==> src/hw/adc_ctrl_pkg.sv <==
// constants and types shared by the converter control block
package adc_ctrl_pkg;
    // ****************************************
    // timing
    // ****************************************
    localparam int CLK_PERIOD_NS  = 10;
    localparam int RST_MIN_NS     = 40;
    localparam int RST_MIN_CYC    = (RST_MIN_NS + CLK_PERIOD_NS - 1) / CLK_PERIOD_NS;
    localparam int INIT_PERIODS   = 1024;
    localparam int PDOWN_PERIODS  = 65536;
    localparam int SCK_LOSS_CYC   = 64;
    localparam int HOLD_BASE      = 256;
    localparam int N_SINGLE       = 128;
    localparam int N_DUAL         = 256;
    localparam int N_QUAD         = 512;
    localparam int HPF_CORNER_DIV = 48000;
    // ****************************************
    // register map (byte addresses)
    // ****************************************
    localparam logic [7:0] CTRL_OFS     = 8'h00;
    localparam logic [7:0] STATUS_OFS   = 8'h04;
    localparam logic [7:0] IRQ_STAT_OFS = 8'h08;
    localparam logic [7:0] IRQ_CLR_OFS  = 8'h0C;
    localparam logic [7:0] IRQ_EN_OFS   = 8'h10;
    localparam int CTRL_RATE_LSB = 0;
    localparam int CTRL_DSD_BIT  = 2;
    localparam logic [2:0] CTRL_RESET   = 3'h0;
    localparam logic [6:0] IRQ_EN_RESET = 7'h00;
    // irq bits: [3:0] overrange set, 4 init done, 5 power-down entry, 6 clock lost
    localparam int IRQ_W = 7;
    typedef enum logic [1:0] {RATE_SINGLE, RATE_DUAL, RATE_QUAD, RATE_QUAD_ALT} rate_t;
    typedef enum logic [2:0] {ST_WAIT_CLK, ST_INIT, ST_RUN, ST_RST_LOW, ST_PDOWN} seq_state_t;
endpackage

==> src/hw/adc_output_reset_clip_control.sv <==
// reset/power-down sequencer, overrange flags and filter enable of the converter back end
//
// Implementation choices: the APB slave port and the address map.
`timescale 1ns/100ps
// ****************************************
// Functional notes
// filter_bypass low filters, high bypasses all
// filter only acts in PCM output mode
// filter corner equals fs over 48000
// four overrange flags, channels one to four
// flag rises at once on excursion
// hold lasts 256 times N sample periods
// no new excursion: flag drops at end
// after power-on, wait for active clock
// every initialization lasts 1024 clock periods
// data low during init, enabled after
// reset rising edge restarts initialization anytime
// controller holds reset low 40ns minimum
// 65536 low cycles enter power-down
// power-down stops clocks, data held low
// controller restarts clocks before releasing reset
// leaving power-down runs full initialization
// shorter low period is plain reset
// new excursion restarts the hold count
// ****************************************
module adc_output_reset_clip_control
    import adc_ctrl_pkg::*;
#(
    parameter int DATA_W      = 24,
    parameter int PDOWN_LEN   = adc_ctrl_pkg::PDOWN_PERIODS,
    parameter int HOLD_MULT   = adc_ctrl_pkg::HOLD_BASE,
    parameter int INIT_LEN    = adc_ctrl_pkg::INIT_PERIODS
) (
    input  wire logic              pclk,
    input  wire logic              presetn,
    input  wire logic              psel,
    input  wire logic              penable,
    input  wire logic              pwrite,
    input  wire logic [7:0]        paddr,
    input  wire logic [31:0]       pwdata,
    output logic      [31:0]       prdata,
    output logic                   pready,
    output logic                   pslverr,
    input  wire logic              system_clock_in,
    input  wire logic              reset_pin_n,
    input  wire logic              filter_bypass,
    input  wire logic              sample_tick,
    input  wire logic [3:0]        decim_overrange,
    input  wire logic [DATA_W-1:0] adc_data_in,
    output logic      [DATA_W-1:0] adc_data_out,
    output logic                   data_out_enable,
    output logic                   internal_clk_run,
    output logic                   hpf_enable,
    output logic      [15:0]       hpf_corner_div,
    output logic                   overrange_flag_ch1,
    output logic                   overrange_flag_ch2,
    output logic                   overrange_flag_ch3,
    output logic                   overrange_flag_ch4,
    output logic                   irq
);
    import adc_ctrl_pkg::*;

    // ****************************************
    // system clock sampling and activity
    // ****************************************
    logic        sck_q;
    logic        sck_rise;
    logic [7:0]  loss_cnt_q;
    logic        sck_active_q;

    assign sck_rise = system_clock_in & ~sck_q;
    // the clock counts as lost after a window of pclk cycles with no rise

    always_ff @(posedge pclk or negedge presetn) begin
        if (!presetn) begin
            sck_q        <= 1'b0;
            loss_cnt_q   <= 8'h00;
            sck_active_q <= 1'b0;
        end else begin
            sck_q <= system_clock_in;
            if (sck_rise) begin
                loss_cnt_q   <= 8'h00;
                sck_active_q <= 1'b1;
            end else if (loss_cnt_q == 8'(SCK_LOSS_CYC - 1)) begin
                sck_active_q <= 1'b0;
            end else begin
                loss_cnt_q <= loss_cnt_q + 8'h01;
            end
        end
    end

    // ****************************************
    // reset and power-down sequencer
    // ****************************************
    seq_state_t  state_q;
    logic        rst_pin_q;
    logic [2:0]  low_ns_cnt_q;
    logic [16:0] low_cnt_q;
    logic [10:0] init_cnt_q;
    logic        init_done_ev;
    logic        pdown_ev;

    // a low too short to meet the minimum width is treated as a glitch and ignored
    // lows are timed in pclk cycles, the power-down span in system clock rises
    always_ff @(posedge pclk or negedge presetn) begin
        if (!presetn) begin
            state_q      <= ST_WAIT_CLK;
            rst_pin_q    <= 1'b1;
            low_ns_cnt_q <= 3'h0;
            low_cnt_q    <= 17'h0_0000;
            init_cnt_q   <= 11'h000;
        end else begin
            rst_pin_q <= reset_pin_n;
            if (!reset_pin_n) begin
                if (low_ns_cnt_q != 3'(RST_MIN_CYC))
                    low_ns_cnt_q <= low_ns_cnt_q + 3'h1;
                if (sck_rise && low_cnt_q != 17'(PDOWN_LEN))
                    low_cnt_q <= low_cnt_q + 17'h0_0001;
            end else begin
                low_ns_cnt_q <= 3'h0;
                low_cnt_q    <= 17'h0_0000;
            end
            unique case (state_q)
                ST_WAIT_CLK: begin
                    init_cnt_q <= 11'h000;
                    if (sck_active_q && reset_pin_n)
                        state_q <= ST_INIT;
                end
                ST_INIT, ST_RUN: begin
                    if (state_q == ST_INIT && sck_rise)
                        init_cnt_q <= init_cnt_q + 11'h001;
                    if (state_q == ST_INIT && init_cnt_q == 11'(INIT_LEN))
                        state_q <= ST_RUN;
                    if (!reset_pin_n && low_ns_cnt_q == 3'(RST_MIN_CYC - 1))
                        state_q <= ST_RST_LOW;
                end
                ST_RST_LOW: begin
                    init_cnt_q <= 11'h000;
                    // a stopped clock never reaches power-down, as no rise is counted
                    if (low_cnt_q == 17'(PDOWN_LEN))
                        state_q <= ST_PDOWN;
                    else if (reset_pin_n && !rst_pin_q)
                        state_q <= sck_active_q ? ST_INIT : ST_WAIT_CLK;
                end
                ST_PDOWN: begin
                    init_cnt_q <= 11'h000;
                    // the controller brings the clocks back before release
                    if (reset_pin_n && sck_active_q)
                        state_q <= ST_INIT;
                end
                default: state_q <= ST_WAIT_CLK;
            endcase
        end
    end

    assign init_done_ev = (state_q == ST_INIT) && (init_cnt_q == 11'(INIT_LEN));
    assign pdown_ev     = (state_q == ST_RST_LOW) && (low_cnt_q == 17'(PDOWN_LEN));

    // ****************************************
    // control register and output stage
    // ****************************************
    logic [2:0] ctrl_q;
    logic       dsd_mode;
    logic       running;
    logic       wr_en;

    assign dsd_mode = ctrl_q[CTRL_DSD_BIT];
    assign running  = (state_q == ST_RUN);
    assign wr_en    = psel & penable & pready & pwrite;

    always_ff @(posedge pclk or negedge presetn) begin
        if (!presetn) begin
            adc_data_out     <= '0;
            data_out_enable  <= 1'b0;
            internal_clk_run <= 1'b0;
            hpf_enable       <= 1'b0;
            hpf_corner_div   <= 16'h0000;
        end else begin
            adc_data_out     <= running ? adc_data_in : '0;
            data_out_enable  <= running;
            internal_clk_run <= (state_q != ST_PDOWN);
            hpf_enable       <= running & ~filter_bypass & ~dsd_mode;
            // downstream filter divides the sample rate by this to place its corner
            hpf_corner_div   <= 16'(HPF_CORNER_DIV);
        end
    end

    // ****************************************
    // overrange flags
    // ****************************************
    logic [17:0] hold_len;
    logic [3:0]  flag_q;
    logic [3:0]  flag_prev_q;
    logic [17:0] hold_cnt_q [4];

    // a rate change only applies to holds loaded after it
    always_comb begin
        unique case (rate_t'(ctrl_q[CTRL_RATE_LSB +: 2]))
            RATE_SINGLE: hold_len = 18'(HOLD_MULT * N_SINGLE);
            RATE_DUAL:   hold_len = 18'(HOLD_MULT * N_DUAL);
            RATE_QUAD, RATE_QUAD_ALT: hold_len = 18'(HOLD_MULT * N_QUAD);
        endcase
    end

    // hold timers count sample ticks; with no tick a flag stays high until power-down clears it
    for (genvar i = 0; i < 4; i++) begin : g_flag
        always_ff @(posedge pclk or negedge presetn) begin
            if (!presetn) begin
                flag_q[i]     <= 1'b0;
                hold_cnt_q[i] <= 18'h0_0000;
            end else if (state_q == ST_PDOWN) begin
                flag_q[i]     <= 1'b0;
                hold_cnt_q[i] <= 18'h0_0000;
            // an excursion outranks a tick, so a reload never leaves a gap
            end else if (decim_overrange[i]) begin
                flag_q[i]     <= 1'b1;
                hold_cnt_q[i] <= hold_len;
            end else if (sample_tick && hold_cnt_q[i] != 18'h0_0000) begin
                hold_cnt_q[i] <= hold_cnt_q[i] - 18'h0_0001;
                if (hold_cnt_q[i] == 18'h0_0001)
                    flag_q[i] <= 1'b0;
            end
        end
    end

    assign overrange_flag_ch1 = flag_q[0];
    assign overrange_flag_ch2 = flag_q[1];
    assign overrange_flag_ch3 = flag_q[2];
    assign overrange_flag_ch4 = flag_q[3];

    // ****************************************
    // interrupts
    // ****************************************
    logic [IRQ_W-1:0] irq_stat_q;
    logic [IRQ_W-1:0] irq_en_q;
    logic [IRQ_W-1:0] irq_set;
    logic [IRQ_W-1:0] irq_clr;
    logic             sck_active_prev_q;

    assign irq_set = {sck_active_prev_q & ~sck_active_q, pdown_ev, init_done_ev,
                      flag_q & ~flag_prev_q};
    assign irq_clr = (wr_en && paddr == IRQ_CLR_OFS) ? pwdata[IRQ_W-1:0] : '0;

    // a set in the same cycle as its clear wins
    // irq is built from the next status value, so it rises with the event
    always_ff @(posedge pclk or negedge presetn) begin
        if (!presetn) begin
            irq_stat_q        <= '0;
            flag_prev_q       <= 4'h0;
            sck_active_prev_q <= 1'b0;
            irq               <= 1'b0;
        end else begin
            flag_prev_q       <= flag_q;
            sck_active_prev_q <= sck_active_q;
            irq_stat_q        <= (irq_stat_q & ~irq_clr) | irq_set;
            irq               <= |(((irq_stat_q & ~irq_clr) | irq_set) & irq_en_q);
        end
    end

    // ****************************************
    // apb slave
    // ****************************************
    logic [31:0] rd_mux;
    logic        addr_ok;

    // unmapped offsets answer with an error and read as zero
    always_comb begin
        rd_mux  = 32'h0000_0000;
        addr_ok = 1'b1;
        unique case (paddr)
            CTRL_OFS:     rd_mux = {29'h0, ctrl_q};
            STATUS_OFS:   rd_mux = {25'h0, flag_q, sck_active_q,
                                    state_q == ST_PDOWN, state_q == ST_INIT};
            IRQ_STAT_OFS: rd_mux = {25'h0, irq_stat_q};
            IRQ_CLR_OFS:  rd_mux = 32'h0000_0000;
            IRQ_EN_OFS:   rd_mux = {25'h0, irq_en_q};
            default:      addr_ok = 1'b0;
        endcase
    end

    // one wait state: the answer is registered during the first access cycle
    always_ff @(posedge pclk or negedge presetn) begin
        if (!presetn) begin
            pready  <= 1'b0;
            pslverr <= 1'b0;
            prdata  <= 32'h0000_0000;
        end else begin
            pready  <= psel & penable & ~pready;
            pslverr <= psel & penable & ~pready & ~addr_ok;
            prdata  <= (psel & penable & ~pready & ~pwrite) ? rd_mux : 32'h0000_0000;
        end
    end

    always_ff @(posedge pclk or negedge presetn) begin
        if (!presetn) begin
            ctrl_q   <= CTRL_RESET;
            irq_en_q <= IRQ_EN_RESET;
        end else if (wr_en) begin
            if (paddr == CTRL_OFS)
                ctrl_q <= pwdata[2:0];
            if (paddr == IRQ_EN_OFS)
                irq_en_q <= pwdata[IRQ_W-1:0];
        end
    end
endmodule // adc_output_reset_clip_control

==> config.mk <==
export PLATFORM = sky130hd
export DESIGN_NAME = adc_output_reset_clip_control
export DESIGN_NICKNAME = d
export VERILOG_FILES = /design/src/hw/adc_ctrl_pkg.sv /design/src/hw/adc_output_reset_clip_control.sv
export SDC_FILE = /design/constraint.sdc
export NUM_CORES = 1
export LEC_CHECK = 0
export ABC_AREA = 0
export BUFFER_PORTS_ARGS = -buffer_cell sky130_fd_sc_hd__buf_4
export CAP_MARGIN = 25
export CORE_MARGIN = 8
export CORE_UTILIZATION = 39
export CTS_CLUSTER_DIAMETER = 100
export CTS_CLUSTER_SIZE = 14
export DETAILED_ROUTE_END_ITERATION = 6
export PLACE_DENSITY_LB_ADDON = 0.2
export SYNTH_ARGS = -nofsm -noshare
export SYNTH_HDL_FRONTEND = slang
export SYNTH_SLANG_ARGS = --single-unit
==> constraint.sdc <==
create_clock -name pclk -period 2.6 [get_ports pclk]
set_input_delay 0.39 -clock pclk [delete_from_list [all_inputs] [get_ports pclk]]
set_output_delay 0.39 -clock pclk [all_outputs]
set_load 0.01 [all_outputs]
Word level (Yosys, flattened, before mapping)
Cells that the tools add are included.
{"block": "totals", "ff_bits": 206, "input_bits": 77, "out_inout_bits": 82}
{"block": "op_classes", "add_sub_neg": 8, "eq_ne": 27, "muxes": 51, "bitwise_logic": 23, "reduce_logical": 47}
{"cell": "2-to-1 mux 18 bit", "count": 12}
{"cell": "equality test 18 x 1 -> 1 bit, second input constant", "count": 4}
{"cell": "nonzero test 18 bit", "count": 4}
{"cell": "subtractor 18 x 1 -> 18 bit, second input constant", "count": 4}
{"cell": "case mux 18 bit (3 select lines)", "count": 1}
{"cell": "2-to-1 mux 17 bit", "count": 2}
{"cell": "2-to-1 mux 32 bit", "count": 1}
{"cell": "case mux 7 bit (4 select lines)", "count": 1}
{"cell": "2-to-1 mux 24 bit", "count": 1}
{"cell": "nonzero test 3 bit", "count": 8}
{"cell": "case mux 11 bit (2 select lines)", "count": 1}
{"cell": "2-to-1 mux 3 bit", "count": 7}
{"cell": "2-to-1 mux 1 bit", "count": 20}
{"cell": "adder 17 x 1 -> 17 bit, second input constant", "count": 1}
{"cell": "equality test 17 bit, second input constant", "count": 1}
{"cell": "!= test 17 bit, second input constant", "count": 1}
{"cell": "equality test 8 x 4 -> 1 bit, second input constant", "count": 2}
{"cell": "2-to-1 mux 8 bit", "count": 2}
{"cell": "AND 7 bit", "count": 2}
{"cell": "AND reduction 2 bit", "count": 7}
{"cell": "logical AND 1 bit", "count": 12}
{"cell": "!= test 3 bit, second input constant", "count": 4}
{"cell": "adder 11 x 1 -> 11 bit, second input constant", "count": 1}
{"cell": "equality test 11 bit, second input constant", "count": 1}
{"cell": "other kinds (31)", "count": 56}

Longest topological paths before layout
Gate-level depths: netlist of the first run.
{"block": "depth", "depth_word": 10, "ltp_mapped": 8}

Worst setup path before layout of the first run
Ideal clock, no wire load.
{"block": "synth_path", "kind": "input port to flip-flop", "startpoint": "input port sample_tick", "endpoint": "register hold_cnt_q[71] in the netlist's numbering", "setup_ns": 0.126, "arrival_time_ns": 2.127, "t_required_ns": 2.474, "setup_slack_ns": 0.347, "cell_stages": 6, "n_path_buf": 1, "path_cell_list": "buf_4 > or4b_4 > or3b_4 > or2_0 > o31a_1 > o311a_1"}
{"block": "synth_between", "elab_chain_cells": 2}
{"element": "start: declaration", "line_no": "adc_output_reset_clip_control.sv:47", "source": "input wire logic sample_tick,"}
{"element": "logical AND 1 bit", "line_no": "adc_output_reset_clip_control.sv:218", "source": "end else if (sample_tick && hold_cnt_q[i] != 18'h0_0000) begin"}
{"element": "nonzero test 3 bit (no line)"}
{"element": "end signal: indexed assignment", "line_no": "adc_output_reset_clip_control.sv:217", "source": "hold_cnt_q[i] <= hold_len;"}
{"element": "end signal: indexed assignment", "line_no": "adc_output_reset_clip_control.sv:219", "source": "hold_cnt_q[i] <= hold_cnt_q[i] - 18'h0_0001;"}
{"element": "end: declaration", "line_no": "adc_output_reset_clip_control.sv:194", "source": "logic [17:0] hold_cnt_q [4];"}
Every way passes these cells.
A chain may end at the register's enable or synchronous reset.

Worst setup path in the final report of the first run
{"block": "layout_path", "startpoint": "register low_cnt_q[0]", "endpoint": "register low_cnt_q[6]"}
{"block": "layout_between", "elab_chain_cells": 3, "word_cells_on_any_way": 6}
{"element": "start: declaration", "line_no": "adc_output_reset_clip_control.sv:98", "source": "logic [16:0] low_cnt_q;"}
{"element": "start signal: assignment", "line_no": "adc_output_reset_clip_control.sv:118", "source": "low_cnt_q <= low_cnt_q + 17'h0_0001;"}
{"element": "adder 17 x 1 -> 17 bit / != test 17 bit (equally long branches)", "line_no": "adc_output_reset_clip_control.sv:118, adc_output_reset_clip_control.sv:117"}
{"element": "2-to-1 mux 17 bit / logical AND 1 bit (equally long branches)", "line_no": "adc_output_reset_clip_control.sv:117", "source": "if (sck_rise && low_cnt_q != 17'(PDOWN_LEN))"}
{"element": "2-to-1 mux 17 bit / nonzero test 2 bit (equally long branches)"}
Parallel ways exist; a longest one is shown, timed or not. The select of a mux whose other input is x is not followed.

==> flow_metrics.env, run 1 <==
export IMPL_ys_flop_type="dfrtp_1"
export IMPL_end_kind="register"
export IMPL_relSlewSlack_pct=54.5
export IMPL_tightest_slew_ns=0.665
export IMPL_path_clk_slew_ns=0.07
export IMPL_cp_max_fo=10
export IMPL_hp_class="input port to register"
export IMPL_cts_tree="built"
export IMPL_grt_max_degree=69
export IMPL_finalClockSkew_ns=0.00775
export IMPL_setup_viol_count_final=0
export IMPL_swShare_pct=31.9
export IMPL_rsz0062_at_grt="no"
export IMPL_ys_ff_latch=181
export IMPL_place_gp_congestion=0.758
export IMPL_drt_pass1_iter_count=5
export IMPL_ant_nets=0
export IMPL_ir_drop_uv=442
export IMPL_die_h_microns=171
export IMPL_antenna_found_initial=0
export IMPL_p_clk_share_pct=31.8
export IMPL_cts_root_buf="clkbuf_16"
export IMPL_dp_hpwl_microns=16100
export IMPL_grt_met3_usage_pct=3.83
export IMPL_cts_resized=0
export IMPL_intPower_mw=5.67
export IMPL_drv_slew=0
export IMPL_synth_avg_cell_area_sq_um=9.78
export IMPL_met2_usage_pct=26.1
export IMPL_grt_pass1_wl_microns=37300
export IMPL_wirelength_microns=22500
export IMPL_fin_util_pct=46.0
export IMPL_num_vias=7132
export IMPL_busiest_layer="met2"
export IMPL_p_sw_mw=2.66
export IMPL_whs_ns=0.0880
export IMPL_cts_buffer_depth=2
export IMPL_die_area_sq_mm=0.0293
export IMPL_finalNetCount=1148
export IMPL_start_kind="register"
export IMPL_maxCapViolations=0
export IMPL_vias_per_cell=5.13
export IMPL_async_reset_ff_share_pct=100
export IMPL_required_ns=2.90
export IMPL_clock_latency_ns=0.42
export IMPL_grt_overflow=0
export IMPL_wire_per_inst_microns=16.2
export IMPL_power_leakage_nw=4.93
export IMPL_syn_area_sq_mm=0.00940
export IMPL_start_util_pct=39.2
export IMPL_worstPathArrival_ns=2.67
export IMPL_io_pins=159
export IMPL_cts_sinks=181
export IMPL_cts_buffers_inserted=17
export IMPL_mostFrequentLayoutCells="180 x dfrtp_1, 118 x buf_4, 115 x nor2_1"
export IMPL_die_w_microns=171
export IMPL_drt_iter0_markers=464
export IMPL_core_sq_mm=0.0240
export IMPL_synth_distinct_cells=75
export IMPL_ctsHtreeMaxLevel=4
export IMPL_layout_commonest_cell="dfrtp_1"
export IMPL_power_density_mw_per_mm2=755
export IMPL_fin_cells=1391
export IMPL_yosysWarnings=0
export IMPL_drc=0
export IMPL_grt_use_total_pct=15.8
export IMPL_row_count=57
export IMPL_path_class="register to register"
export IMPL_io_buffers=99
export IMPL_synth_yosys_seq_area_share_pct=48.2
export IMPL_grt_pass1_vias=7099
export IMPL_clock_fmax_ghz=0.423
export IMPL_layout_min_cycle_time_ns=2.36
export IMPL_power_total_mw=8.33
export IMPL_antennaDiodeCount=0
export IMPL_comb_power_share_pct=25.8
export IMPL_pwr_share_seq_pct=42.4
export IMPL_postCtsSetupRepairBufs=0
export IMPL_use_met1_pct=20.7
export IMPL_synth_edff_count=0
export IMPL_dp_cells=1359
export IMPL_drive_above_1_share_pct=17.2
export IMPL_final_hold_viol_count=0
export IMPL_fin_tns_setup_ns=0
export IMPL_synthesis_instances=961
export IMPL_finalCritPeriodShare_pct=90.8
export IMPL_status="completed"
export IMPL_area_growth_pct=17.3
-- cells in the mapped netlist, types with 3 or more instances --
master	number	area share, %
o211ai_1	4	0.32
nor2_1	115	4.6
and3_1	3	0.20
dfrtp_1	180	48
nor3b_1	7	0.56
nor2b_1	10	0.67
or3_1	12	0.80
a311oi_1	3	0.28
and2_1	29	1.9
xnor2_1	55	5.1
a32oi_1	4	0.37
mux2_2	13	1.6
o21ai_0	21	1.1
nand2_1	61	2.4
a211oi_1	23	1.8
nor4_2	3	0.40
nand4b_1	6	0.56
and4_1	7	0.65
xor2_1	27	2.5
clkbuf_1	38	1.5
nor3_1	27	1.4
a2111oi_0	10	0.93
ha_1	16	2.1
nor4_1	24	1.6
buf_4	41	3.3
a21oi_1	36	1.9
nand3_1	32	1.7
nand4_1	18	1.2
inv_1	35	1.4
or4_1	18	1.4
or2_2	5	0.33
nand3b_1	4	0.32
a22oi_1	3	0.24
o22ai_1	4	0.27
a22o_1	8	0.75
mux2i_1	3	0.32
nand2b_1	6	0.40
-- state kept, by name (all words and copies together) (netlist names), 3 cells and up --
| register | cells |
|---|---|
| loss_cnt_q | 8 |
| init_cnt_q | 11 |
| adc_data_out | 24 |
| state_q | 3 |
| hold_cnt_q | 72 |
| low_cnt_q | 17 |
| irq_en_q | 7 |
| flag_prev_q | 4 |
| low_ns_cnt_q | 3 |
| irq_stat_q | 7 |
| prdata | 7 |
| ctrl_q | 3 |
-- power groups by stage --
stage | clock (mW) | combinational [mW] | sequential, mW
6_report | 2.65 | 2.15 | 3.53
5_1_grt | 2.84 | 2.43 | 3.59
4_1_cts | 2.72 | 2.17 | 3.53
3_5_place_dp | 0 | 2.16 | 3.57
3_3_place_gp | 0 | 2.13 | 3.57
2_1_floorplan | 0 | 1.54 | 3.50
-- critical path: stages (launching register included) --
cell	delay [ns]
dfrtp_1	0.42
inv_1	0.07
ha_1	0.16
or4b_1	0.51
or4_1	0.68
nand4_1	0.19
xor2_1	0.17
nor2_1	0.05
-- cells by family (layout without fill, tap and decap cells) --
| kind of cell | count (synthesis) | after routing | synth area share, % |
|---|---|---|---|
| xor+xnor | 82 | 82 | 7.64 |
| simple gates | 407 | 407 | 23.5 |
| buf+inv | 115 | 188 | 6.24 |
| flops | 181 | 181 | 48.2 |
| other cells | 2 | 35 | 0.0799 |
| compound gates | 140 | 140 | 10.1 |
| mux | 17 | 17 | 2.00 |
| fa+ha+maj | 17 | 17 | 2.24 |
-- metal layers --
layer	up-vias	wire length (microns)
met4	0	235
met2	118	10900
met5	-	0
met1	3497	10400
met3	15	972
li1	3502	-
-- layout make-up --
cell class	count	area (sq um)
Clock buffer	20	447
Tap cell	324	405
Clock inverter	11	150
Timing Repair Buffer	122	950
Fill cell	2344	12900
Sequential cell	181	4530
Inverter	35	131
Multi-Input combinational cell	698	4420
-- stage by stage --
step                setup slack [ns]  area, sq um
finish                         0.238        11000
floorplan                      0.347         9530
detailed placement             0.165        10400
global placement               0.192        10400
global route                   0.115        11000
CTS                            0.229        11000
-- what timing repair did --
action / CTS / global route
hold buffers: 1 / 0
hold endpoints to repair: 10 / 0
endpoints found under the setup margin: 0 / 0
-- worst paths after layout --
path,startpoint,end,slack [ns],cells past startpoint
min in group asynchronous,presetn,hpf_corner_div[7],0.55,2
setup / recovery,low_cnt_q[0],low_cnt_q[6],0.24,7
max in group asynchronous,presetn,overrange_flag_ch4,1.17,3
setup reg to reg,low_cnt_q[0],low_cnt_q[6],0.24,7
hold reg to reg,flag_prev_q[0],irq_stat_q[0],0.48,1
hold / removal,system_clock_in,sck_q,0.09,1
No activity file was read; power rests on OpenSTA's default activity.
==> run 2, diff against run 1 <==
Settings changed: MAX_ROUTING_LAYER set to met4.
Clock period 2.6 ns to 1.9 ns, I/O delays scaled along.
==> run 2 against run 1 <==
Compared with the run above:
- the run now ends with setup timing left
- clock power increased by 39%
- first-iteration DRC count increased by 6.3%
- count of clock-buffer cells in the layout decreased by 1
- utilization increased by 8.1 points
- critical path type unchanged
- non-clock buffer count increased by 160
- combinational power increased by 120%
- clock skew increased by 0.0080 ns
- via count increased by 9.3%
- global-route usage increased by 1.4 points
- sequential share of layout area decreased by 6.1 points
==> flow_metrics.env, run 2 (synthesis results as in run 1) <==
export IMPL_area_growth_pct=37.9
export IMPL_io_buffers=99
export IMPL_core_sq_mm=0.0240
export IMPL_violations="setup timing"
export IMPL_clock_fmax_ghz=0.453
export IMPL_comb_power_share_pct=35.6
export IMPL_ant_nets=0
export IMPL_end_kind="register"
export IMPL_die_area_sq_mm=0.0293
export IMPL_largest_reg_flops=72
export IMPL_tightest_slew_ns=0.540
export IMPL_cts_buffer_depth=2
export IMPL_mostFrequentLayoutCells="259 x buf_4, 180 x dfrtp_1, 112 x nor2_1"
export IMPL_grt_overflow=0
export IMPL_row_count=57
export IMPL_cp_max_fo=2
export IMPL_drt_pass1_iter_count=4
export IMPL_grt_pass1_vias=7959
export IMPL_routedLengthMet1_microns=10500
export IMPL_p_sw_mw=4.38
export IMPL_num_vias=7797
export IMPL_layout_min_cycle_time_ns=2.21
export IMPL_swShare_pct=33.4
export IMPL_finalNetCount=1308
export IMPL_clock_latency_ns=0.44
export IMPL_ir_drop_uv=474
export IMPL_final_hold_viol_count=0
export IMPL_drive_above_1_share_pct=35.0
export IMPL_start_kind="register"
export IMPL_grt_pass1_wl_microns=39600
export IMPL_antenna_found_initial=1
export IMPL_regToRegSetupSlack_ns=-0.31
export IMPL_wire_per_inst_microns=15.9
export IMPL_pre_cts_slack_ns=-0.300
export IMPL_p_clk_share_pct=28.1
export IMPL_cp_slowest_stage_delay_ns=0.55
export IMPL_dr_wl_met3_microns=935
export IMPL_layout_commonest_cell="buf_4"
export IMPL_cts_buffers_inserted=17
export IMPL_worst_path_max_delay_cell="or4b_4"
export IMPL_power_density_mw_per_mm2=1010
export IMPL_power_leakage_nw=5.88
export IMPL_vias_per_cell=5.02
export IMPL_drt_iter0_markers=493
export IMPL_die_h_microns=171
export IMPL_grt_use_total_pct=17.2
export IMPL_path_class="register to register"
export IMPL_topRoutingLayerUsed="met4"
export IMPL_top_register="hold_cnt_q"
export IMPL_required_ns=2.22
export IMPL_wirelength_microns=24700
export IMPL_r2r_cells=5
export IMPL_start_util_pct=39.2
export IMPL_intPower_mw=8.74
export IMPL_cts_sinks=181
export IMPL_path_clk_slew_ns=0.07
export IMPL_finalClockSkew_ns=0.0157
export IMPL_place_gp_congestion=0.852
export IMPL_grt_max_degree=45
export IMPL_ctsHtreeMaxLevel=4
export IMPL_top_regs="hold_cnt_q x72, adc_data_out x24, low_cnt_q x17"
export IMPL_rsz0062_at_grt="yes"
export IMPL_cts_tree="built"
export IMPL_worstPathArrival_ns=2.53
export IMPL_setup_slack_ns=-0.308
export IMPL_setup_viol_count_final=24
export IMPL_drc=0
export IMPL_die_w_microns=171
export IMPL_hp_class="input port to register"
export IMPL_drv_slew=0
export IMPL_hold_depth=2
export IMPL_finalCritPeriodShare_pct=116
export IMPL_pwr_share_seq_pct=36.2
export IMPL_cts_root_buf="clkbuf_16"
export IMPL_maxCapViolations=0
export IMPL_status="complete, but fails checks"
export IMPL_fin_tns_setup_ns=-2.80
export IMPL_dp_hpwl_microns=17500
export IMPL_io_pins=159
export IMPL_routed_wl_met2_microns=12800
export IMPL_worstPathCellList="or4b_4 > or3b_4 > or2_1 > o31a_1 > o311a_1"
export IMPL_relSlewSlack_pct=63.9
-- run 2: power by group through the flow --
stage	clock network, mW	registers [mW]	logic (mW)
global route	3.94	4.82	5.13
finish	3.69	4.75	4.68
CTS	3.80	4.70	4.11
global placement	0	4.75	3.83
detailed placement	0	4.75	3.88
floorplan	0	4.79	2.17
-- run 2: layout make-up --
| type | count | area [sq um] |
|---|---|---|
| repair buffers | 282 | 2240 |
| clock inverters | 13 | 160 |
| fillers | 2155 | 11000 |
| multi-input cells | 698 | 5050 |
| clock buffers | 19 | 453 |
| inverters | 35 | 134 |
| diodes | 1 | 2.50 |
| well taps | 324 | 405 |
| flip-flops and latches | 181 | 4530 |
-- run 2: repair_timing --
item | CTS | global route
resized for setup | 46 | 82
gates cloned | 1 | 0
hold buffers | 3 | 0
endpoints found under the setup margin | 44 | 76
setup buffers | 8 | 17
endpoints found under the hold margin | 41 | 0
pin swaps | 28 | 34
-- run 2: final timing paths --
kind / from / end
max: hold_cnt_q[59] / hold_cnt_q[71]
max reg2reg: hold_cnt_q[59] / hold_cnt_q[71]
max in group asynchronous: presetn / rst_pin_q
min: adc_data_in[23] / adc_data_out[23]
min reg2reg: flag_prev_q[0] / irq_stat_q[0]
min in group asynchronous: presetn / hold_cnt_q[47]
-- run 2: worst max-delay path, delay by kind of cell (launching register included) --
| family | cells | cell delay, ns |
|---|---|---|
| simple gates | 3 | 1.21 |
| compound gates | 2 | 0.52 |
| flops | 1 | 0.38 |
-- run 2: metal layers --
layer | global-route usage, % | up-vias
met3 | 3.42 | 21
met4 | 4.99 | 0
li1 | - | 3840
met2 | 29.1 | 97
met5 | - | -
met1 | 20.6 | 3839
-- run 2: per-stage QoR --
step	hold slack [ns]	util [%]	cells	cell area (sq um)	power (mW)
after floorplan	-0.0106	-	994	9650	6.96
after global placement	0.263	48.2	1494	11600	8.58
after detailed placement	0.260	48.2	1494	11600	8.63
after CTS	0.0309	52.0	1538	12500	12.6
after global routing	0.0413	54.1	1553	13000	13.9
final	0.0501	54.1	1553	13000	13.1
==> run 3, diff against run 2 <==
--- a/config.mk
+++ b/config.mk
@@ -20 +20,2 @@
 export SYNTH_SLANG_ARGS = --single-unit
+export TNS_END_PERCENT = 20
==> constraint.sdc (replaced) <==
create_clock -name pclk -period 1.9 [get_ports pclk]
set_input_delay 0.095 -clock pclk [delete_from_list [all_inputs] [get_ports pclk]]
set_output_delay 0.095 -clock pclk [all_outputs]
set_load 0.01 [all_outputs]
==> run 3 against run 2 <==
Compared with the run above:
- the run still ends with setup timing left
- first-iteration DRC count shrank 27%
- maximum frequency up 0.51%
- register-to-register slack about the same
- flip-flop and latch count unchanged
- power down 2.4%
==> flow_metrics.env, run 3 (synthesis results as in run 1) <==
export IMPL_end_kind="register"
export IMPL_critPathBufInv=0
export IMPL_worstPathArrival_ns=2.51
export IMPL_largest_reg_flops=72
export IMPL_relSlewSlack_pct=67.1
export IMPL_wire_per_inst_microns=15.2
export IMPL_fin_area_sq_mm=0.0129
export IMPL_crit_family="simple AND/OR/NAND/NOR gates"
export IMPL_path_clk_slew_ns=0.07
export IMPL_cts_buffers_inserted=17
export IMPL_path_class="register to register"
export IMPL_p_sw_mw=4.10
export IMPL_start_kind="register"
export IMPL_power_total_mw=12.8
export IMPL_cp_max_fo=2
export IMPL_grt_max_degree=58
export IMPL_antennaDiodeCount=0
export IMPL_layout_commonest_cell="buf_4"
export IMPL_drc=0
export IMPL_io_buffers=99
export IMPL_startpoint="hold_cnt_q[61]"
export IMPL_layout_min_cycle_time_ns=2.20
export IMPL_final_hold_viol_count=0
export IMPL_setup_viol_count_final=25
export IMPL_postPlaceCellArea_sq_mm=0.0115
export IMPL_grt_overflow=0
export IMPL_status="complete, but fails checks"
export IMPL_row_count=57
export IMPL_top_register="hold_cnt_q"
export IMPL_finalClockSkew_ns=0.0108
export IMPL_ir_drop_uv=497
export IMPL_finalCritPeriodShare_pct=116
export IMPL_drt_pass1_iter_count=7
export IMPL_cts_tree="built"
export IMPL_cp_slowest_stage_delay_ns=0.54
export IMPL_regToRegSetupSlack_ns=-0.30
export IMPL_area_growth_pct=37.5
export IMPL_worst_path_max_delay_cell="or4b_4"
export IMPL_clock_fmax_ghz=0.455
export IMPL_intPower_mw=8.71
export IMPL_power_leakage_nw=5.89
export IMPL_core_sq_mm=0.0240
export IMPL_p_clk_share_pct=28.7
export IMPL_die_w_microns=171
export IMPL_die_area_sq_mm=0.0293
export IMPL_maxCapViolations=0
export IMPL_r2r_cells=5
export IMPL_cts_root_buf="clkbuf_16"
export IMPL_dp_hpwl_microns=17500
export IMPL_hp_class="input port to register"
export IMPL_ant_nets=0
export IMPL_ctsHtreeMaxLevel=4
export IMPL_top_regs="hold_cnt_q x72, adc_data_out x24, low_cnt_q x17"
export IMPL_swShare_pct=32.0
export IMPL_setup_slack_ns=-0.297
export IMPL_rsz0062_at_grt="yes"
export IMPL_grt_pass1_wl_microns=39800
export IMPL_violations="setup timing"
export IMPL_cts_sinks=181
export IMPL_wirelength_microns=24000
export IMPL_cp_endpoint="hold_cnt_q[71]"
export IMPL_finalNetCount=1334
export IMPL_place_gp_congestion=0.852
export IMPL_drive_above_1_share_pct=30.8
export IMPL_path_depth=5
export IMPL_mostFrequentLayoutCells="255 x buf_4, 180 x dfrtp_1, 113 x nor2_1"
export IMPL_tightest_slew_ns=0.481
export IMPL_comb_power_share_pct=34.4
export IMPL_cts_buffer_depth=2
export IMPL_die_h_microns=171
export IMPL_power_density_mw_per_mm2=991
export IMPL_start_util_pct=39.2
export IMPL_hold_depth=3
export IMPL_required_ns=2.22
export IMPL_drt_iter0_markers=359
export IMPL_io_pins=159
export IMPL_regToRegEndpoint="hold_cnt_q[71]"
export IMPL_pwr_share_seq_pct=36.9
export IMPL_worstPathCellList="or4b_4 > or3b_4 > or2_1 > o31a_1 > o311a_1"
export IMPL_clock_latency_ns=0.43
export IMPL_grt_pass1_vias=8048
export IMPL_drv_slew=0
export IMPL_antenna_found_initial=0
export IMPL_timing_rr_start="hold_cnt_q[61]"
export IMPL_num_vias=7839
export IMPL_vias_per_cell=4.97
export IMPL_grt_use_total_pct=17.3
[run 3: cell count changes in the layout (fill, tap and decap cells not counted), sizes merged]
cell         previous run  this run
dlygate4sd3             3        44
bufinv                  2         3
buf                   278       263
inv                    42        39
clkinv                  1         3
diode                   1         0
[run 3: worst min-delay path by stage]
stage | from | to | slack, ns
after detailed placement | presetn | hold_cnt_q[11] | 0.11
final | paddr[3] | pslverr | 0.09
after floorplan | presetn | adc_data_out[0] | -0.20
after global placement | presetn | hold_cnt_q[11] | 0.11
after CTS | paddr[3] | pslverr | 0.06
after global routing | paddr[3] | pslverr | 0.09
[run 3: tightest hold or removal path, stage by stage]
cell	delay [ns]
buf_4	0.15
o21ai_0	0.16
a21oi_1	0.07
[run 3: per-stage QoR]
stage	worst slack (ns)	std cells	util, %	hold slack [ns]	TNS, ns
2_1_floorplan	-0.302	994	-	-0.201	-3.24
3_3_place_gp	-0.281	1498	48.0	0.111	-5.10
3_5_place_dp	-0.297	1498	48.0	0.109	-5.91
4_1_cts	-0.303	1575	53.0	0.0644	-2.99
5_1_grt	-0.408	1578	53.9	0.0932	-5.45
6_report	-0.297	1578	53.9	0.0850	-2.46
[run 3: power by group through the flow]
| stage | combinational (mW) | sequential (mW) | clock (mW) |
|---|---|---|---|
| after floorplan | 2.10 | 4.79 | 0 |
| after CTS | 4.15 | 4.70 | 3.79 |
| final | 4.40 | 4.73 | 3.67 |
| after global routing | 4.87 | 4.80 | 3.93 |
| after global placement | 3.84 | 4.75 | 0 |
| after detailed placement | 3.89 | 4.75 | 0 |
[run 3: area by class of cell]
class	count	area, sq um
Clock buffer	19	443
Clock inverter	13	170
Fill cell	2217	11000
Inverter	35	131
Multi-Input combinational cell	698	4760
Sequential cell	181	4530
Tap cell	324	405
Timing Repair Buffer	308	2480
[run 3: repair_timing]
item | CTS | global route
pin swaps | 18 | 14
buffers inserted | 0 | 3
resized for setup | 40 | 42
endpoints found under the hold margin | 104 | 0
endpoints found under the setup margin | 46 | 80
hold buffers | 44 | 0
cloned | 1 | 0
[run 3: metal layers]
| metal | part of all wire (%) | track usage [%] | up-vias |
|---|---|---|---|
| met4 | 0.86 | 4.69 | 0 |
| met5 | 0 | - | - |
| li1 | - | - | 3873 |
| met1 | 44 | 20.3 | 3849 |
| met3 | 3.2 | 3.24 | 17 |
| met2 | 52 | 30.2 | 100 |
